<file path="src/rtl/serm_defs.svh">
// Constants of the serial master command engine: framing bytes, limits and type codes
`ifndef SERM_DEFS_SVH
`define SERM_DEFS_SVH

`define SERM_ESC_BYTE 8'h1b
`define SERM_TAG_H 8'h48
`define SERM_TAG_R 8'h52
`define SERM_TAG_S 8'h53
`define SERM_TAG_I 8'h49
`define SERM_REPLY_MAX 32'h0000_0400
`define SERM_TEXT_MAX 32'h0000_00fa
`define SERM_HDR_LAST 3'h7
`define SERM_BIT_LAST 4'h7

`define SERM_T_S8 8'h07
`define SERM_T_U8 8'h08
`define SERM_T_S16 8'h0f
`define SERM_T_U16 8'h10
`define SERM_T_S24 8'h17
`define SERM_T_U24 8'h18
`define SERM_T_S32 8'h1f
`define SERM_T_U32 8'h20
`define SERM_T_F32 8'h21
`define SERM_T_BS16 8'h73
`define SERM_T_BU16 8'h74
`define SERM_T_BS24 8'h7b
`define SERM_T_BU24 8'h7c
`define SERM_T_BS32 8'h83
`define SERM_T_BU32 8'h84
`define SERM_T_BF32 8'h85

`define SERM_CS_LOW 2'h0
`define SERM_CS_HIGH 2'h1

`endif

</file>
<file path="src/rtl/serm_pkg.sv">
// Types and shared decode functions of the serial master command engine
package serm_pkg;
`include "serm_defs.svh"

	typedef enum logic [3:0] {
		SERM_SEND_ASCII = 4'h0,
		SERM_SEND_WIDE = 4'h1,
		SERM_SEND_INT = 4'h2,
		SERM_SEND_FLOAT = 4'h3,
		SERM_SEND_RAW = 4'h4,
		SERM_SEND_REG = 4'h5,
		SERM_SEND_ARRAY = 4'h6,
		SERM_SEND_FILE = 4'h7,
		SERM_RX_REPLY = 4'h8,
		SERM_RX_TEXT8 = 4'h9,
		SERM_RX_TEXT16 = 4'ha,
		SERM_RX_REG = 4'hb
	} serm_op_type;

	typedef enum logic [1:0] {
		SERM_PORT_RS232 = 2'h0,
		SERM_PORT_SPI = 2'h1,
		SERM_PORT_I2C = 2'h2
	} serm_port_type;

	typedef enum logic [2:0] {
		SERM_ST_IDLE = 3'h0,
		SERM_ST_FETCH = 3'h1,
		SERM_ST_EMIT = 3'h2,
		SERM_ST_HDR = 3'h3,
		SERM_ST_COPY = 3'h4,
		SERM_ST_GET = 3'h5,
		SERM_ST_STORE = 3'h6,
		SERM_ST_DONE = 3'h7
	} serm_state_type;

	// Bytes per value for a type code, zero for an unknown code
	function automatic logic [2:0] serm_type_width(input logic [7:0] code);
		case (code)
			`SERM_T_S8, `SERM_T_U8: serm_type_width = 3'h1;
			`SERM_T_S16, `SERM_T_U16, `SERM_T_BS16, `SERM_T_BU16: serm_type_width = 3'h2;
			`SERM_T_S24, `SERM_T_U24, `SERM_T_BS24, `SERM_T_BU24: serm_type_width = 3'h3;
			`SERM_T_S32, `SERM_T_U32, `SERM_T_F32,
			`SERM_T_BS32, `SERM_T_BU32, `SERM_T_BF32: serm_type_width = 3'h4;
			default: serm_type_width = 3'h0;
		endcase
	endfunction : serm_type_width

	function automatic logic serm_type_big(input logic [7:0] code);
		serm_type_big = (code >= `SERM_T_BS16);
	endfunction : serm_type_big

	function automatic logic serm_type_signed(input logic [7:0] code);
		case (code)
			`SERM_T_S8, `SERM_T_S16, `SERM_T_S24, `SERM_T_S32,
			`SERM_T_BS16, `SERM_T_BS24, `SERM_T_BS32: serm_type_signed = 1'b1;
			default: serm_type_signed = 1'b0;
		endcase
	endfunction : serm_type_signed

	function automatic logic [7:0] serm_byte_of(input logic [31:0] word, input logic [1:0] idx);
		serm_byte_of = 8'((word >> {idx, 3'h0}));
	endfunction : serm_byte_of

endpackage : serm_pkg

</file>
<file path="src/rtl/serm_stream_if.sv">
// Valid/ready byte stream between the engine, its FIFOs and the bit shifter
`timescale 1ns/10ps
interface serm_stream_if #(parameter int WIDTH = 8);
	logic valid;
	logic ready;
	logic [WIDTH-1:0] data;
	modport src (output valid, output data, input ready);
	modport snk (input valid, input data, output ready);
endinterface : serm_stream_if

</file>
<file path="src/rtl/serm_fifo.sv">
// Flip-flop FIFO with valid/ready on both sides and a fill level
`timescale 1ns/10ps
module serm_fifo #(
	parameter int WIDTH = 8,
	parameter int DEPTH = 32
) (
	input wire logic clk_sys_i,
	input wire logic reset_i,
	serm_stream_if.snk in_s,
	serm_stream_if.src out_s,
	output logic [$clog2(DEPTH):0] level_o
);
	localparam int AW = $clog2(DEPTH);

	generate
		if (DEPTH < 2 || (DEPTH & (DEPTH - 1)) != 0 || WIDTH < 1)
		begin : g_bad
			$error("serm_fifo: DEPTH must be a power of two >= 2");
		end
	endgenerate

	logic [WIDTH-1:0] mem_reg [DEPTH];
	logic [AW:0] wr_ptr_reg;
	logic [AW:0] rd_ptr_reg;
	logic full;
	logic empty;
	logic push;
	logic pop;

	assign full = (wr_ptr_reg[AW] != rd_ptr_reg[AW]) && (wr_ptr_reg[AW-1:0] == rd_ptr_reg[AW-1:0]);
	assign empty = (wr_ptr_reg == rd_ptr_reg);
	assign push = in_s.valid && !full;
	assign pop = out_s.ready && !empty;
	assign in_s.ready = !full;
	assign out_s.valid = !empty;
	assign out_s.data = mem_reg[rd_ptr_reg[AW-1:0]];
	assign level_o = wr_ptr_reg - rd_ptr_reg;

	always_ff @(posedge clk_sys_i)
	begin
		if (push)
		begin
			mem_reg[wr_ptr_reg[AW-1:0]] <= in_s.data;
		end
	end

	always_ff @(posedge clk_sys_i)
	begin
		if (reset_i)
		begin
			wr_ptr_reg <= '0;
			rd_ptr_reg <= '0;
		end
		else
		begin
			if (push)
			begin
				wr_ptr_reg <= wr_ptr_reg + 1'b1;
			end
			if (pop)
			begin
				rd_ptr_reg <= rd_ptr_reg + 1'b1;
			end
		end
	end
endmodule : serm_fifo

</file>
<file path="src/rtl/serm_shifter.sv">
// Master byte shifter paced by the sampled link clock, with chip select control
`timescale 1ns/10ps
module serm_shifter
	import serm_pkg::*;
(
	input wire logic clk_sys_i,
	input wire logic reset_i,
	input wire logic link_clk_i,
	input wire logic miso_i,
	input wire logic [1:0] cs_mode_i,
	serm_stream_if.snk tx_in,
	serm_stream_if.src rx_out,
	output logic mosi_o,
	output logic cs_n_o
);
	logic lclk_meta_reg;
	logic lclk_sync_reg;
	logic lclk_prev_reg;
	logic miso_meta_reg;
	logic miso_sync_reg;
	logic active_reg;
	logic [3:0] bit_cnt_reg;
	logic [7:0] tx_shift_reg;
	logic [7:0] rx_shift_reg;
	logic rx_valid_reg;
	logic [7:0] rx_data_reg;
	logic rise;
	logic fall;
	logic start;

	always_ff @(posedge clk_sys_i)
	begin
		if (reset_i)
		begin
			lclk_meta_reg <= 1'b0;
			lclk_sync_reg <= 1'b0;
			lclk_prev_reg <= 1'b0;
			miso_meta_reg <= 1'b0;
			miso_sync_reg <= 1'b0;
		end
		else
		begin
			lclk_meta_reg <= link_clk_i;
			lclk_sync_reg <= lclk_meta_reg;
			lclk_prev_reg <= lclk_sync_reg;
			miso_meta_reg <= miso_i;
			miso_sync_reg <= miso_meta_reg;
		end
	end

	assign rise = lclk_sync_reg && !lclk_prev_reg;
	assign fall = !lclk_sync_reg && lclk_prev_reg;
	// A byte starts only when the receive side has room for the byte coming back
	assign tx_in.ready = !active_reg && rx_out.ready && !rx_valid_reg;
	assign start = tx_in.valid && tx_in.ready;
	assign rx_out.valid = rx_valid_reg;
	assign rx_out.data = rx_data_reg;

	// Whole byte out, most significant bit first, before the next one
	always_ff @(posedge clk_sys_i)
	begin
		if (reset_i)
		begin
			active_reg <= 1'b0;
			bit_cnt_reg <= 4'h0;
			tx_shift_reg <= 8'h00;
			rx_shift_reg <= 8'h00;
			rx_valid_reg <= 1'b0;
			rx_data_reg <= 8'h00;
			mosi_o <= 1'b0;
		end
		else
		begin
			rx_valid_reg <= 1'b0;
			if (start)
			begin
				active_reg <= 1'b1;
				bit_cnt_reg <= 4'h0;
				tx_shift_reg <= tx_in.data;
				mosi_o <= tx_in.data[7];
			end
			else if (active_reg)
			begin
				if (rise)
				begin
					rx_shift_reg <= {rx_shift_reg[6:0], miso_sync_reg};
					bit_cnt_reg <= bit_cnt_reg + 4'h1;
					if (bit_cnt_reg == `SERM_BIT_LAST)
					begin
						active_reg <= 1'b0;
						rx_valid_reg <= 1'b1;
						rx_data_reg <= {rx_shift_reg[6:0], miso_sync_reg};
					end
				end
				else if (fall && bit_cnt_reg != 4'h0)
				begin
					tx_shift_reg <= {tx_shift_reg[6:0], 1'b0};
					mosi_o <= tx_shift_reg[6];
				end
			end
		end
	end

	always_ff @(posedge clk_sys_i)
	begin
		if (reset_i)
		begin
			cs_n_o <= 1'b1;
		end
		else
		begin
			case (cs_mode_i)
				`SERM_CS_LOW: cs_n_o <= 1'b0;
				`SERM_CS_HIGH: cs_n_o <= 1'b1;
				default: cs_n_o <= !(active_reg || start);
			endcase
		end
	end
endmodule : serm_shifter

</file>
<file path="src/rtl/serm_engine.sv">
// Serial master command engine: host commands to master port bytes and back
// Summary of operation
// - ASCII send: one byte per character
// - Wide string send: two bytes per character
// - Integer send: 32-bit, least significant byte first
// - Float send: 32-bit, least significant byte first
// - Raw send: given byte count, unchanged
// - Register send: width and order from type
// - Array send: from start index, same encoding
// - File send: stream stored file bytes
// - Reply receive: move count bytes to send buffer
// - Reply framed: ESC, H, port, R, length, data
// - Byte receive: bytes into text slot
// - Word receive: 16-bit words, count at most 250
// - Typed receive: decode width, order into register
// - Used port stops serving as slave
// - Reply receive count at most 1024
// - Chip select low, high or automatic
`timescale 1ns/10ps
module serm_engine
	import serm_pkg::*;
#(
	parameter int FIFO_WIDTH = 8,
	parameter int FIFO_DEPTH = 32
) (
	input wire logic clk_sys_i,
	input wire logic reset_i,
	input wire logic cmd_valid_i,
	input wire logic [3:0] cmd_op_i,
	input wire logic [1:0] cmd_port_i,
	input wire logic [7:0] cmd_type_i,
	input wire logic [7:0] cmd_slot_i,
	input wire logic [31:0] cmd_count_i,
	input wire logic [15:0] cmd_start_i,
	output logic cmd_ready_o,
	input wire logic data_valid_i,
	input wire logic [31:0] data_i,
	output logic data_ready_o,
	output logic [15:0] elem_index_o,
	output logic reply_valid_o,
	output logic [7:0] reply_data_o,
	input wire logic reply_ready_i,
	output logic store_valid_o,
	output logic [7:0] store_slot_o,
	output logic [15:0] store_index_o,
	output logic [31:0] store_data_o,
	output logic done_o,
	output logic error_o,
	output logic [2:0] port_master_o,
	output logic [$clog2(FIFO_DEPTH):0] rx_level_o,
	input wire logic [1:0] cs_mode_i,
	input wire logic link_clk_i,
	input wire logic miso_i,
	output logic mosi_o,
	output logic cs_n_o
);
	generate
		if (FIFO_WIDTH != 8)
		begin : g_bad_width
			$error("serm_engine: the byte path needs FIFO_WIDTH of 8");
		end
	endgenerate

	serm_stream_if #(.WIDTH(FIFO_WIDTH)) eng_tx ();
	serm_stream_if #(.WIDTH(FIFO_WIDTH)) tx_out ();
	serm_stream_if #(.WIDTH(FIFO_WIDTH)) rx_in ();
	serm_stream_if #(.WIDTH(FIFO_WIDTH)) rx_out ();

	serm_state_type state_reg;
	serm_op_type op_reg;
	serm_port_type port_reg;
	logic [7:0] type_reg;
	logic [31:0] count_reg;
	logic [15:0] index_reg;
	logic [31:0] word_reg;
	logic [2:0] width_reg;
	logic big_reg;
	logic [2:0] bidx_reg;
	logic [$clog2(FIFO_DEPTH):0] rx_level;

	logic accept;
	logic [2:0] acc_width;
	logic acc_bad;
	logic [2:0] emit_sel;
	logic [7:0] hdr_byte;
	logic reply_free;
	logic data_take;
	logic last_byte;

	////////////////////////////////////////////////////////////////////////////////
	// Byte FIFOs and master shifter

	serm_fifo #(.WIDTH(FIFO_WIDTH), .DEPTH(FIFO_DEPTH)) u_tx_fifo (
		.clk_sys_i(clk_sys_i),
		.reset_i(reset_i),
		.in_s(eng_tx.snk),
		.out_s(tx_out.src),
		.level_o()
	);

	serm_fifo #(.WIDTH(FIFO_WIDTH), .DEPTH(FIFO_DEPTH)) u_rx_fifo (
		.clk_sys_i(clk_sys_i),
		.reset_i(reset_i),
		.in_s(rx_in.snk),
		.out_s(rx_out.src),
		.level_o(rx_level)
	);

	serm_shifter u_shifter (
		.clk_sys_i(clk_sys_i),
		.reset_i(reset_i),
		.link_clk_i(link_clk_i),
		.miso_i(miso_i),
		.cs_mode_i(cs_mode_i),
		.tx_in(tx_out.snk),
		.rx_out(rx_in.src),
		.mosi_o(mosi_o),
		.cs_n_o(cs_n_o)
	);

	////////////////////////////////////////////////////////////////////////////////
	// Command decode

	assign accept = cmd_valid_i && cmd_ready_o;

	always_comb
	begin
		case (cmd_op_i)
			SERM_SEND_ASCII: acc_width = 3'h1;
			SERM_SEND_RAW: acc_width = 3'h1;
			SERM_SEND_FILE: acc_width = 3'h1;
			SERM_RX_REPLY: acc_width = 3'h1;
			SERM_RX_TEXT8: acc_width = 3'h1;
			SERM_SEND_WIDE: acc_width = 3'h2;
			SERM_RX_TEXT16: acc_width = 3'h2;
			SERM_SEND_INT: acc_width = 3'h4;
			SERM_SEND_FLOAT: acc_width = 3'h4;
			SERM_SEND_REG: acc_width = serm_type_width(cmd_type_i);
			SERM_SEND_ARRAY: acc_width = serm_type_width(cmd_type_i);
			SERM_RX_REG: acc_width = serm_type_width(cmd_type_i);
			default: acc_width = 3'h0;
		endcase
	end

	always_comb
	begin
		acc_bad = (acc_width == 3'h0) || (cmd_port_i == 2'h3);
		if (cmd_op_i == SERM_RX_REPLY && cmd_count_i > `SERM_REPLY_MAX)
		begin
			acc_bad = 1'b1;
		end
		if ((cmd_op_i == SERM_RX_TEXT8 || cmd_op_i == SERM_RX_TEXT16) &&
			cmd_count_i > `SERM_TEXT_MAX)
		begin
			acc_bad = 1'b1;
		end
	end

	////////////////////////////////////////////////////////////////////////////////
	// Outgoing bytes and reply header

	// Little endian walks bytes upward, big endian downward
	assign emit_sel = big_reg ? 3'(width_reg - 3'h1 - bidx_reg) : bidx_reg;
	assign eng_tx.valid = (state_reg == SERM_ST_EMIT);
	assign eng_tx.data = serm_byte_of(word_reg, emit_sel[1:0]);
	assign last_byte = (bidx_reg == 3'(width_reg - 3'h1));
	assign data_take = data_valid_i && data_ready_o;
	assign reply_free = !reply_valid_o || reply_ready_i;
	assign rx_out.ready = (state_reg == SERM_ST_GET) ||
		(state_reg == SERM_ST_COPY && reply_free);

	always_comb
	begin
		case (bidx_reg)
			3'h0: hdr_byte = `SERM_ESC_BYTE;
			3'h1: hdr_byte = `SERM_TAG_H;
			3'h2:
			begin
				case (port_reg)
					SERM_PORT_RS232: hdr_byte = `SERM_TAG_R;
					SERM_PORT_SPI: hdr_byte = `SERM_TAG_S;
					default: hdr_byte = `SERM_TAG_I;
				endcase
			end
			3'h3: hdr_byte = `SERM_TAG_R;
			default: hdr_byte = serm_byte_of(count_reg, 2'(bidx_reg - 3'h4));
		endcase
	end

	////////////////////////////////////////////////////////////////////////////////
	// Command sequencer

	always_ff @(posedge clk_sys_i)
	begin
		if (reset_i)
		begin
			state_reg <= SERM_ST_IDLE;
			op_reg <= SERM_SEND_ASCII;
			port_reg <= SERM_PORT_RS232;
			type_reg <= 8'h00;
			count_reg <= 32'h0000_0000;
			index_reg <= 16'h0000;
			word_reg <= 32'h0000_0000;
			width_reg <= 3'h0;
			big_reg <= 1'b0;
			bidx_reg <= 3'h0;
			cmd_ready_o <= 1'b0;
		end
		else
		begin
			case (state_reg)
				SERM_ST_IDLE:
				begin
					cmd_ready_o <= 1'b1;
					if (accept && !acc_bad)
					begin
						cmd_ready_o <= 1'b0;
						op_reg <= serm_op_type'(cmd_op_i);
						port_reg <= serm_port_type'(cmd_port_i);
						type_reg <= cmd_type_i;
						count_reg <= cmd_count_i;
						index_reg <= cmd_start_i;
						width_reg <= acc_width;
						big_reg <= (cmd_op_i == SERM_SEND_REG || cmd_op_i == SERM_SEND_ARRAY ||
							cmd_op_i == SERM_RX_REG) && serm_type_big(cmd_type_i);
						word_reg <= 32'h0000_0000;
						bidx_reg <= 3'h0;
						if (cmd_count_i == 32'h0000_0000)
						begin
							state_reg <= SERM_ST_DONE;
						end
						else if (cmd_op_i == SERM_RX_REPLY)
						begin
							state_reg <= SERM_ST_HDR;
						end
						else if (cmd_op_i >= SERM_RX_TEXT8)
						begin
							state_reg <= SERM_ST_GET;
						end
						else
						begin
							state_reg <= SERM_ST_FETCH;
						end
					end
				end
				SERM_ST_FETCH:
				begin
					if (data_take)
					begin
						word_reg <= data_i;
						bidx_reg <= 3'h0;
						state_reg <= SERM_ST_EMIT;
					end
				end
				SERM_ST_EMIT:
				begin
					if (eng_tx.ready)
					begin
						bidx_reg <= bidx_reg + 3'h1;
						if (last_byte)
						begin
							bidx_reg <= 3'h0;
							index_reg <= index_reg + 16'h0001;
							count_reg <= count_reg - 32'h0000_0001;
							state_reg <= (count_reg == 32'h0000_0001) ? SERM_ST_DONE
								: SERM_ST_FETCH;
						end
					end
				end
				SERM_ST_HDR:
				begin
					if (reply_free)
					begin
						bidx_reg <= bidx_reg + 3'h1;
						if (bidx_reg == `SERM_HDR_LAST)
						begin
							state_reg <= SERM_ST_COPY;
						end
					end
				end
				SERM_ST_COPY:
				begin
					if (rx_out.valid && reply_free)
					begin
						count_reg <= count_reg - 32'h0000_0001;
						if (count_reg == 32'h0000_0001)
						begin
							state_reg <= SERM_ST_DONE;
						end
					end
				end
				SERM_ST_GET:
				begin
					if (rx_out.valid)
					begin
						if (big_reg)
						begin
							word_reg <= {word_reg[23:0], rx_out.data};
						end
						else
						begin
							word_reg <= word_reg | (32'(rx_out.data) << {bidx_reg, 3'h0});
						end
						bidx_reg <= bidx_reg + 3'h1;
						if (last_byte)
						begin
							state_reg <= SERM_ST_STORE;
						end
					end
				end
				SERM_ST_STORE:
				begin
					word_reg <= 32'h0000_0000;
					bidx_reg <= 3'h0;
					index_reg <= index_reg + 16'h0001;
					count_reg <= count_reg - 32'h0000_0001;
					state_reg <= (count_reg == 32'h0000_0001) ? SERM_ST_DONE : SERM_ST_GET;
				end
				SERM_ST_DONE:
				begin
					cmd_ready_o <= 1'b1;
					state_reg <= SERM_ST_IDLE;
				end
				default:
				begin
					state_reg <= SERM_ST_IDLE;
				end
			endcase
		end
	end

	////////////////////////////////////////////////////////////////////////////////
	// Host-facing strobes and status

	always_ff @(posedge clk_sys_i)
	begin
		if (reset_i)
		begin
			data_ready_o <= 1'b0;
			elem_index_o <= 16'h0000;
			done_o <= 1'b0;
			error_o <= 1'b0;
			port_master_o <= 3'h0;
			rx_level_o <= '0;
		end
		else
		begin
			data_ready_o <= (state_reg == SERM_ST_FETCH) && !data_take;
			elem_index_o <= index_reg;
			done_o <= (state_reg == SERM_ST_DONE);
			error_o <= accept && acc_bad && (state_reg == SERM_ST_IDLE);
			rx_level_o <= rx_level;
			if (accept && !acc_bad && state_reg == SERM_ST_IDLE)
			begin
				port_master_o[cmd_port_i] <= 1'b1;
			end
		end
	end

	// Received values, sign extended for signed type codes on typed receive only
	always_ff @(posedge clk_sys_i)
	begin
		if (reset_i)
		begin
			store_valid_o <= 1'b0;
			store_slot_o <= 8'h00;
			store_index_o <= 16'h0000;
			store_data_o <= 32'h0000_0000;
		end
		else
		begin
			store_valid_o <= (state_reg == SERM_ST_STORE);
			if (state_reg == SERM_ST_STORE)
			begin
				store_slot_o <= type_reg == 8'h00 ? store_slot_o : store_slot_o;
				store_index_o <= index_reg;
				store_data_o <= word_reg;
				if (op_reg == SERM_RX_REG && serm_type_signed(type_reg))
				begin
					case (width_reg)
						3'h1: store_data_o <= {{24{word_reg[7]}}, word_reg[7:0]};
						3'h2: store_data_o <= {{16{word_reg[15]}}, word_reg[15:0]};
						3'h3: store_data_o <= {{8{word_reg[23]}}, word_reg[23:0]};
						default: store_data_o <= word_reg;
					endcase
				end
			end
			if (accept && state_reg == SERM_ST_IDLE)
			begin
				store_slot_o <= cmd_slot_i;
			end
		end
	end

	always_ff @(posedge clk_sys_i)
	begin
		if (reset_i)
		begin
			reply_valid_o <= 1'b0;
			reply_data_o <= 8'h00;
		end
		else if (reply_free)
		begin
			reply_valid_o <= 1'b0;
			if (state_reg == SERM_ST_HDR)
			begin
				reply_valid_o <= 1'b1;
				reply_data_o <= hdr_byte;
			end
			else if (state_reg == SERM_ST_COPY && rx_out.valid)
			begin
				reply_valid_o <= 1'b1;
				reply_data_o <= rx_out.data;
			end
		end
	end
endmodule : serm_engine

</file>
<file path="config.mk">
export PLATFORM = sky130hd
export DESIGN_NAME = serm_engine
export DESIGN_NICKNAME = d
export VERILOG_FILES = /design/src/rtl/serm_pkg.sv /design/src/rtl/serm_stream_if.sv /design/src/rtl/serm_fifo.sv /design/src/rtl/serm_shifter.sv /design/src/rtl/serm_engine.sv
export VERILOG_INCLUDE_DIRS = /design/src /design/src/rtl
export SDC_FILE = /design/constraint.sdc
export NUM_CORES = 1
export LEC_CHECK = 0
export ABC_AREA = 1
export BUFFER_PORTS_ARGS = -buffer_cell sky130_fd_sc_hd__buf_2
export CAP_MARGIN = 20
export CORE_ASPECT_RATIO = 0.8
export CORE_MARGIN = 2
export CORE_UTILIZATION = 47
export CTS_BUF_LIST = sky130_fd_sc_hd__clkbuf_4 sky130_fd_sc_hd__clkbuf_8
export DETAILED_ROUTE_END_ITERATION = 16
export PLACE_DENSITY = 0.69
export SLEW_MARGIN = 5
export SYNTH_ARGS = -nofsm -noshare
export SYNTH_HDL_FRONTEND = slang
export SYNTH_SLANG_ARGS = --single-unit
export TNS_END_PERCENT = 50
</file>
<file path="constraint.sdc">
create_clock -name clk_sys_i -period 3 [get_ports clk_sys_i]
set_input_delay 0.15 -clock clk_sys_i [delete_from_list [all_inputs] [get_ports clk_sys_i]]
set_output_delay 0.15 -clock clk_sys_i [all_outputs]
set_load 0.01 [all_outputs]
</file>
Word-level counts from Yosys, hierarchy flattened
Memory sizes are Yosys's and may differ from the RTL's. A register that Yosys moved wholly into a read port is not among the register bits.
Index checks and enable logic that the tools add are counted.
{"block": "classes", "n_addsub": 12, "n_lt_le_gt_ge": 6, "eq_ne": 72, "shifts": 3, "mux": 79, "bitwise_logic": 5, "reduce_logical": 84}
{"operator": "32-bit 2-to-1 mux", "count": 9}
{"operator": "32-bit one-hot mux with 4 select lines", "count": 2}
{"operator": "32-bit one-hot mux with 3 select lines", "count": 1}
{"operator": "32-bit by 5-bit right shift with 8-bit output", "count": 2}
{"operator": "3-bit 2-to-1 mux", "count": 20}
{"operator": "8-bit by 5-bit == test with 1-bit output, second input constant", "count": 6}
{"operator": "8-bit by 7-bit == test with 1-bit output, second input constant", "count": 6}
{"operator": "16-bit 2-to-1 mux", "count": 3}
{"operator": "16-bit one-hot mux with 3 select lines", "count": 1}
{"operator": "32-bit by 1-bit == test with 1-bit output, second input constant", "count": 1}
{"operator": "8-bit == test, second input constant", "count": 4}
{"operator": "32-bit by 11-bit > comparator with 1-bit output, second input constant", "count": 1}
{"operator": "32-bit by 8-bit > comparator with 1-bit output, second input constant", "count": 1}
{"operator": "32-bit zero test", "count": 1}
{"operator": "32-bit bitwise OR", "count": 1}
{"operator": "8-bit one-hot mux with 4 select lines", "count": 1}
{"operator": "8-bit by 6-bit << shifter with 32-bit output", "count": 1}
{"operator": "32-bit by 1-bit subtractor with 32-bit output, second input constant", "count": 1}
{"operator": "7-bit 2-to-1 mux", "count": 4}
{"operator": "1-bit logical AND", "count": 27}
{"operator": "6-bit by 1-bit adder with 6-bit output, second input constant", "count": 4}
{"operator": "8-bit by 4-bit == test with 1-bit output, second input constant", "count": 3}
{"operator": "3-bit one-hot mux with 4 select lines", "count": 2}
{"operator": "3-bit one-hot mux with 8 select lines", "count": 1}
{"operator": "other kinds (59)", "count": 158}
{"block": "word_totals", "reg_bits": 258, "ramBits": 512, "input_bits": 111, "out_inout_bits": 97, "wordCells": 303, "memories": 2}
{"name": "u_rx_fifo.mem_reg", "words": 32, "width": 8, "rd": 1, "rd_ports_with_merged_regs": 1, "wr": 1, "line": "serm_fifo.sv:22", "text": "logic [WIDTH-1:0] mem_reg [DEPTH];"}
{"name": "u_tx_fifo.mem_reg", "words": 32, "width": 8, "rd": 1, "rd_ports_with_merged_regs": 1, "wr": 1, "line": "serm_fifo.sv:22"}

Depth between registers and ports, before layout
Gate-level depths: netlist of the first run.
{"block": "depth", "depth_word": 12, "ltp_mapped": 17, "mapped_depth_nobuf": 16}

Cells and area by module
From an unflattened synthesis of the first run, not the netlist that was laid out.
{"block": "unflattened", "cells_unflattened": 4069, "hier_area_um2": 36138.4}
{"mod": "serm_fifo at u_rx_fifo", "n_inst": 1, "cells_each": 1034, "area_per_inst_um2": 11581.1, "seq_area_each_um2": 8027.7}
{"mod": "serm_fifo at u_tx_fifo", "n_inst": 1, "cells_each": 1040, "area_per_inst_um2": 11578.6, "seq_area_each_um2": 8027.7}
{"mod": "serm_engine", "n_inst": 1, "cells_each": 1801, "area_per_inst_um2": 11492.3, "seq_area_each_um2": 3983.8}
{"mod": "serm_shifter", "n_inst": 1, "cells_each": 194, "area_per_inst_um2": 1486.4, "seq_area_each_um2": 700.7}

Worst setup path before layout of the first run
No wires, ideal clock.
{"block": "synth_path", "path_kind": "reg2reg", "from": "reg width_reg[0]", "to": "mem u_tx_fifo.mem_reg[0][0], data pin", "setup_ns": 0.454, "t_arrival_ns": 2.760, "t_required_ns": 2.546, "setup_slack_ns": -0.214, "path_stages_with_launch": 9, "path_buffers": 1, "synth_period_minus_slack_ns": 3.214, "path_cell_list": "dfxtp_1 -> inv_1 -> ha_1 -> xor2_1 -> xor2_1 -> a21oi_1 -> inv_1 -> clkbuf_1 -> o21ai_0"}
{"block": "synth_between", "elab_chain_len": 4}
{"item": "from (decl)", "line": "serm_engine.sv:76", "text": "logic [2:0] width_reg;"}
{"item": "from (signal assigned)", "line": "serm_engine.sv:223", "text": "width_reg <= acc_width;"}
{"item": "3-bit by 1-bit subtractor with 3-bit output"}
{"item": "2-bit subtractor", "line": "serm_engine.sv:163", "text": "assign emit_sel = big_reg ? 3'(width_reg - 3'h1 - bidx_reg) : bidx_reg;"}
{"item": "2-bit 2-to-1 mux", "line": "serm_engine.sv:163"}
{"item": "32-bit by 5-bit right shift with 8-bit output", "line": "serm_pkg.sv:62", "text": "serm_byte_of = 8'((word >> {idx, 3'h0}));"}
{"item": "via eng_tx.data[0]", "line": "serm_stream_if.sv:6", "text": "logic [WIDTH-1:0] data;"}
{"item": "to (decl)", "line": "serm_fifo.sv:22"}
The timed path passes the listed nets, and every way through them passes these cells.

Worst setup path after layout of the first run
{"block": "layout_path", "from": "reg u_tx_fifo.wr_ptr_reg[1]", "to": "mem u_tx_fifo.mem_reg[1][7], enable pin"}
{"block": "layout_between", "elab_chain_len": 6}
{"item": "from (decl)", "line": "serm_fifo.sv:23", "text": "logic [AW:0] wr_ptr_reg;"}
{"item": "from (signal assigned)", "line": "serm_fifo.sv:58", "text": "wr_ptr_reg <= wr_ptr_reg + 1'b1;"}
{"item": "5-bit == test", "line": "serm_fifo.sv:30", "text": "assign full = (wr_ptr_reg[AW] != rd_ptr_reg[AW]) && (wr_ptr_reg[AW-1:0] == rd_ptr_reg[AW-1:0]);"}
{"item": "1-bit logical AND", "line": "serm_fifo.sv:30"}
{"item": "1-bit zero test", "line": "serm_fifo.sv:32", "text": "assign push = in_s.valid && !full;"}
{"item": "1-bit logical AND", "line": "serm_fifo.sv:32"}
{"item": "1-bit 2-to-1 mux", "line": "serm_fifo.sv:41", "text": "if (push)"}
{"item": "1-bit 2-to-1 mux (not written as such)", "line": "serm_fifo.sv:43", "text": "mem_reg[wr_ptr_reg[AW-1:0]] <= in_s.data;"}
Parallel ways exist; a longest one is shown, timed or not.

==> reports/qor.csv, run 1 <==
metric,value,unit
status,finished clean,
synthesized cell area,34700,um2
CTS tree,done,
Hold Path Class,input port to flop,
GRT overflow,0,
Num CTS Buffers,117,
Critical Path Start Type,flop,
Static Leak,16.2,nW
Post-synth ARST share,0,
met2 wire len,43.6,mm
Synthesis Warnings,0,
vias in the first global route,26500,
port bufs,207,
"Power, Total",30.6,mW
Final Setup Violations,0,
Int Power,20.1,mW
clk_skew,0.0266,ns
Worst path slowest cell,nor2_1,
Final ANT Viol Nets,0,
WHS,0.162,ns
Critical R2R Launch,u_tx_fifo.wr_ptr_reg[1]$_SDFFE_PP0P_,
largest net degree at the start of global routing,129,
Period minus WS final,2.83,ns
NetSw,10.6,mW
clk_lat worst skew,0.75,ns
Die H,247,um
cells after synthesis,3809,
area of the core,73400,um2
most frequent CP cell,nand2_1,
GRT Overall Usage,0.263,
Sw Share,0.345,
Slew HR,0.258,
maximum clock path buffer count,3,
Crit path arrival time,3.20,ns
initial antenna violation count,7,
CP Launch Point,u_tx_fifo.wr_ptr_reg[1]$_SDFFE_PP0P_,
power density cells,754,nW/um2
# rows,89,
power share of the combinational group,0.273,
crit-path leading delay family,simple AND/OR/NAND/NOR gates,
Starting Density,0.473,
reg2reg setup slack,0.17,ns
Synth top area share,0.443,
proportion of layout cells with a drive suffix above 1,0.131,
worst vdd ir,0.627,mV
dpl hpwl,65.3,mm
Die Wd,308,um
First-pass DRT Iterations,6,
hold path depth,4,
"Hold Violations, Final",0,
Clock Sinks,780,
GP Congestion,0.908,
io pins,208,
vias per cell,5.54,
Main synth FF type,edfxtp_1,
"Buf+Inv Stages, Crit Path",2,
crit-path max cell delay,0.78,ns
Sequential Power Share,0.423,
Crit Path Max Fanout,10,
WL met1,44.8,mm
Reg2Reg Depth,9,
"EDFF count, synth",512,
# fillers,6407,
Syn Area/Cell,9.11,um2
"flops & latches, synth",780,
via count,28700,
DRC viols,0,
Reg-to-Reg End,u_tx_fifo.mem_reg[1][7]$_DFFE_PP_,
setup ws final,0.171,ns
Worst-path clk slew,0.06,ns
routed length on met3,9.99,mm
first-pass GRT wire length,154,mm
crit path capture,u_tx_fifo.mem_reg[1][7]$_DFFE_PP_,
Placement Setup Slack,0.225,ns
RSZ-0062 raised after global routing,no,
CP Capture Type,flop,
die area,76000,um2
initial drt markers,3236,
crit path kind,flop to flop,
worst path required time,3.37,ns
Area Growth Syn to Fin,17.0,%
crit path cell chain,inv_1 > or2_2 > nand3_1 > nor3_1 > nand2_1 > nand2_1 > inv_1 > nand2_1 > nor2_1,
largest area contributor in the netlist,edfxtp_1,
WL/cell,19.6,um
dominant cells by area after synthesis,"edfxtp_1 (44%), dfxtp_1 (15%), nand2_1 (9.8%)",
htree depth,3,
final period utilization,0.943,
syn nets,3952,
layout net count,4278,
max-capacitance violation count,0,
root buf cell,clkbuf_8,
Slew @ Worst Pin,1.11,ns
"Slew Viols, Final",0,
Routed Wire Length,102,mm
Yosys cell types,54,
sequential area share after synthesis,0.598,
CP Depth,9,
fmax,354,MHz
top layer reached by signal wires,met5,
Clk pwr share,0.304,
[worst min path at each step]
stage / end / slack [ns] / start
floorplan: u_shifter.cs_n_o$_SDFF_PP1_ / 0.25 / cs_mode_i[1]
global placement: u_shifter.miso_meta_reg$_SDFF_PP0_ / 0.36 / miso_i
detailed placement: u_shifter.miso_meta_reg$_SDFF_PP0_ / 0.36 / miso_i
CTS: u_shifter.lclk_meta_reg$_SDFF_PP0_ / 0.11 / link_clk_i
global route: u_shifter.miso_meta_reg$_SDFF_PP0_ / 0.18 / miso_i
finish: u_shifter.lclk_meta_reg$_SDFF_PP0_ / 0.16 / link_clk_i
[worst min-delay path, stage by stage]
cell           delay, ns
dlygate4sd3_1       0.53
buf_2               0.10
inv_1               0.03
nor2_1              0.07
[stage by stage]
stage	area [um2]	instances	utilization	TNS, ns
6_report	40600	5192	0.554	0
5_1_grt	40600	5191	0.554	0
4_1_cts	40600	5188	0.553	0
3_5_place_dp	36800	4844	0.501	0
3_3_place_gp	36800	4844	0.501	0
2_1_floorplan	34700	3809	-	-54.83
[Yosys cell counts (15+ instances only)]
cell      number
nand2_1      905
nand3_1      347
mux2i_1       15
nor2_1       505
inv_1        217
dfxtp_1      268
xor2_1        27
buf_2         47
o211ai_1      22
nor3_1        23
clkbuf_1     130
inv_2         16
nand4_1       38
ha_1          31
edfxtp_1     512
o221ai_1      55
a21oi_1      220
o21ai_0      311
[power groups by stage]
| stage | registers (mW) | clock network, mW | logic (mW) |
|---|---|---|---|
| 4_1_cts | 12.9 | 9.44 | 8.17 |
| 5_1_grt | 13.0 | 9.87 | 9.25 |
| 3_5_place_dp | 13.2 | 0 | 7.96 |
| 6_report | 13.0 | 9.32 | 8.36 |
| 2_1_floorplan | 13.1 | 0 | 5.56 |
| 3_3_place_gp | 13.2 | 0 | 7.86 |
[cell usage in the layout (no fill, tap or decap), types with 15 or more instances in the layout]
cell type / instances
a21oi_1: 220
buf_2: 206
buf_4: 68
clkbuf_4: 35
clkbuf_8: 139
clkinv_1: 17
clkinv_2: 20
dfxtp_1: 256
dlygate4sd3_1: 127
edfxtp_1: 512
ha_1: 31
inv_1: 214
inv_2: 17
mux2i_1: 15
nand2_1: 904
nand3_1: 347
nand4_1: 38
nor2_1: 504
nor3_1: 23
o211ai_1: 22
o21ai_0: 302
o221ai_1: 55
xor2_1: 27
[cells by family after synthesis]
| family | share of synthesized area |
|---|---|
| XOR/XNOR | 0.00808 |
| adder cells (fa/ha/maj) | 0.0118 |
| AND/OR/NAND/NOR | 0.220 |
| AO/OA/AOI/OAI | 0.107 |
| multiplexers | 0.00433 |
| flip-flops | 0.598 |
| buffers and inverters | 0.0507 |
[per-layer routing]
metal | global-route usage | up-vias
met2 | 0.388 | 1379
li1 | - | 13700
met4 | 0.0925 | 6
met1 | 0.380 | 13500
met5 | 0 | -
met3 | 0.0615 | 210
[layout make-up]
class / instances / area [um2] / share of cell area
timing repair buffer: 409 / 2970 / 0.0732
antenna: 4 / 10.0 / 0.000246
clock inverter: 43 / 362 / 0.00890
tap: 955 / 1190 / 0.0294
inverter: 237 / 893 / 0.0220
multi-input combinational: 2590 / 12300 / 0.302
clock buffer: 174 / 2180 / 0.0536
sequential: 780 / 20800 / 0.511
[repair_timing]
item / in CTS / in global routing
setup endpoints to repair: 0 / 4
resized for setup: 0 / 3
buffers inserted: 0 / 0
hold buffers: 127 / 0
hold endpoints to repair: 130 / 0
Power figures use the tool's default switching activity.
==> run 2: changes to the inputs <==
ABC_AREA = not set   (was 1)
SKIP_LAST_GASP = 1   (was not set)
SYNTH_HIERARCHICAL = 1   (was not set)
==> reports/qor.csv, run 2 <==
metric,value,unit
CTS tree,done,
Sequential Power Share,0.514,
synthesized cell area,33400,um2
hold path depth,3,
vias per cell,5.98,
Area after DPL,35900,um2
most frequent CP cell,or3_1,
Post-CTS Setup Bufs,0,
layout net count,3125,
Hold Path Class,input port to flop,
most frequent cells in the layout,"edfxtp_1 (512), nor2_1 (262), dfxtp_1 (262), nand2_1 (212), buf_2 (206)",
proportion of layout cells with a drive suffix above 1,0.243,
largest net degree at the start of global routing,83,
fmax,341,MHz
Syn Area/Cell,13.0,um2
CP Capture Type,flop,
power density cells,586,nW/um2
initial drt markers,2881,
critical hold path startpoint,miso_i,
port bufs,207,
Reg2Reg Depth,8,
die area,73200,um2
root buf cell,clkbuf_8,
Worst-path clk slew,0.07,ns
DRC viols,0,
worst vdd ir,0.435,mV
Finished Cell Area,39700,um2
crit path cell chain,or3_1 > or3_1 > or3_1 > nor3_2 > buf_4 > nand3_1 > a2111o_1 > o32ai_1,
Die H,242,um
Final ANT Viol Nets,0,
clk_lat worst skew,0.78,ns
cells after synthesis,2557,
WL/cell,22.4,um
Reg-to-Reg End,state_reg[2]$_SDFFE_PP0P_,
Worst path slowest cell,or3_1,
crit path kind,flop to flop,
"Power, Total",23.3,mW
"Hold Violations, Final",0,
vias in the first global route,23400,
status,finished clean,
Num CTS Buffers,116,
max-capacitance violation count,0,
"most common cell after layout, fill and taps aside",edfxtp_1,
dpl hpwl,59.5,mm
NetSw,5.90,mW
Crit Path Max Fanout,7,
Synthesis Warnings,6,
clk_skew,0.0603,ns
# rows,87,
Period minus WS final,2.94,ns
crit-path max cell delay,0.48,ns
First-pass DRT Iterations,6,
via count,24000,
io pins,208,
setup ws final,0.0644,ns
final core occ,0.565,
Clock Sinks,780,
power share of the combinational group,0.104,
htree depth,3,
initial antenna violation count,7,
reg2reg setup slack,0.06,ns
Slew HR,0.286,
GP Congestion,0.902,
Clk pwr share,0.382,
GRT overflow,0,
maximum clock path buffer count,3,
"Slew Viols, Final",0,
Starting Density,0.474,
hold endpoint,u_shifter/miso_meta_reg$_SDFF_PP0_,
Slew @ Worst Pin,1.07,ns
final period utilization,0.979,
Final Setup Violations,0,
Crit path arrival time,3.62,ns
RSZ-0062 raised after global routing,yes,
Critical R2R Launch,count_reg[24]$_SDFFE_PP0P_,
Sw Share,0.253,
worst path required time,3.68,ns
Area Growth Syn to Fin,19.1,%
Die Wd,302,um
Routed Wire Length,89.8,mm
syn nets,2705,
GRT Overall Usage,0.242,
Int Power,17.4,mW
first-pass GRT wire length,137,mm
Placement Setup Slack,-0.133,ns
Critical Path Start Type,flop,
area of the core,70300,um2
Static Leak,13.1,nW
==> run 2: cell count changes in the layout (fill, tap and decap cells not counted), sizes merged, moves of 40 or more <==
| cell | previous run | this run |
|---|---|---|
| a21oi | 221 | 177 |
| nor2b | 0 | 40 |
| nand2 | 909 | 212 |
| o21ai | 319 | 105 |
| mux4 | 0 | 144 |
| o221ai | 55 | 1 |
| nand3 | 350 | 33 |
| o22ai | 6 | 70 |
| inv | 235 | 45 |
| buf | 282 | 323 |
| nor2 | 514 | 267 |
| a211oi | 10 | 61 |
==> run 2: metrics by stage <==
step	hold slack (ns)	TNS, ns	cells
after floorplan	0.219	0	2557
after global placement	0.372	-0.703	3659
after detailed placement	0.382	-2.88	3659
after CTS	0.160	0	4000
after global routing	0.188	-0.113	4008
final	0.198	0	4008
==> run 2: area by class of cell <==
cell class | instances | area, um2
antenna | 3 | 7.51
sequential | 780 | 20800
multi-input combinational | 1585 | 11800
tap | 934 | 1170
clock buffer | 174 | 2110
inverter | 42 | 158
timing repair buffer | 452 | 3420
clock inverter | 38 | 287
fill | 5654 | 30600
==> run 2: worst max-delay path by stage <==
stage / cells after the start / slack (ns) / to / startpoint
after floorplan: 7 / 0.39 / word_reg[12]$_SDFFE_PP0P_ / cmd_count_i[12]
after global placement: 10 / -0.05 / word_reg[3]$_SDFFE_PP0P_ / cmd_count_i[1]
after detailed placement: 10 / -0.13 / bidx_reg[2]$_SDFFE_PP0P_ / cmd_count_i[1]
after CTS: 13 / 0.03 / port_master_o[1]$_SDFFE_PP0P_ / cmd_count_i[1]
after global routing: 13 / -0.08 / port_master_o[1]$_SDFFE_PP0P_ / cmd_count_i[1]
final: 8 / 0.06 / state_reg[2]$_SDFFE_PP0P_ / count_reg[24]$_SDFFE_PP0P_
==> run 2: critical path: cells and delay by family, from the launching register on <==
kind	cells	cell delay, ns
AND/OR/NAND/NOR	5	1.57
AO/OA/AOI/OAI	2	0.74
flip-flops	1	0.39
buffers and inverters	1	0.16
==> run 2: power groups by stage <==
stage | registers (mW) | logic [mW] | clock network, mW
after floorplan | 12.0 | 1.52 | 0
after global placement | 12.2 | 2.16 | 0
after detailed placement | 12.2 | 2.22 | 0
after CTS | 12.0 | 2.37 | 9.04
after global routing | 12.0 | 2.65 | 9.51
final | 12.0 | 2.43 | 8.89
==> run 2: layer usage <==
layer | global-route usage | vias to the layer above | part of all wire
met5 | 0 | - | 0.00014
met3 | 0.0521 | 220 | 0.089
met4 | 0.0882 | 2 | 0.034
met1 | 0.355 | 11900 | 0.43
li1 | - | 10600 | -
met2 | 0.357 | 1236 | 0.45
==> run 2: timing repair <==
item | 4_1_cts | 5_1_grt
hold endpoints to repair | 149 | 0
gates resized for setup | 0 | 7
setup endpoints to repair | 0 | 38
hold buffers | 129 | 0
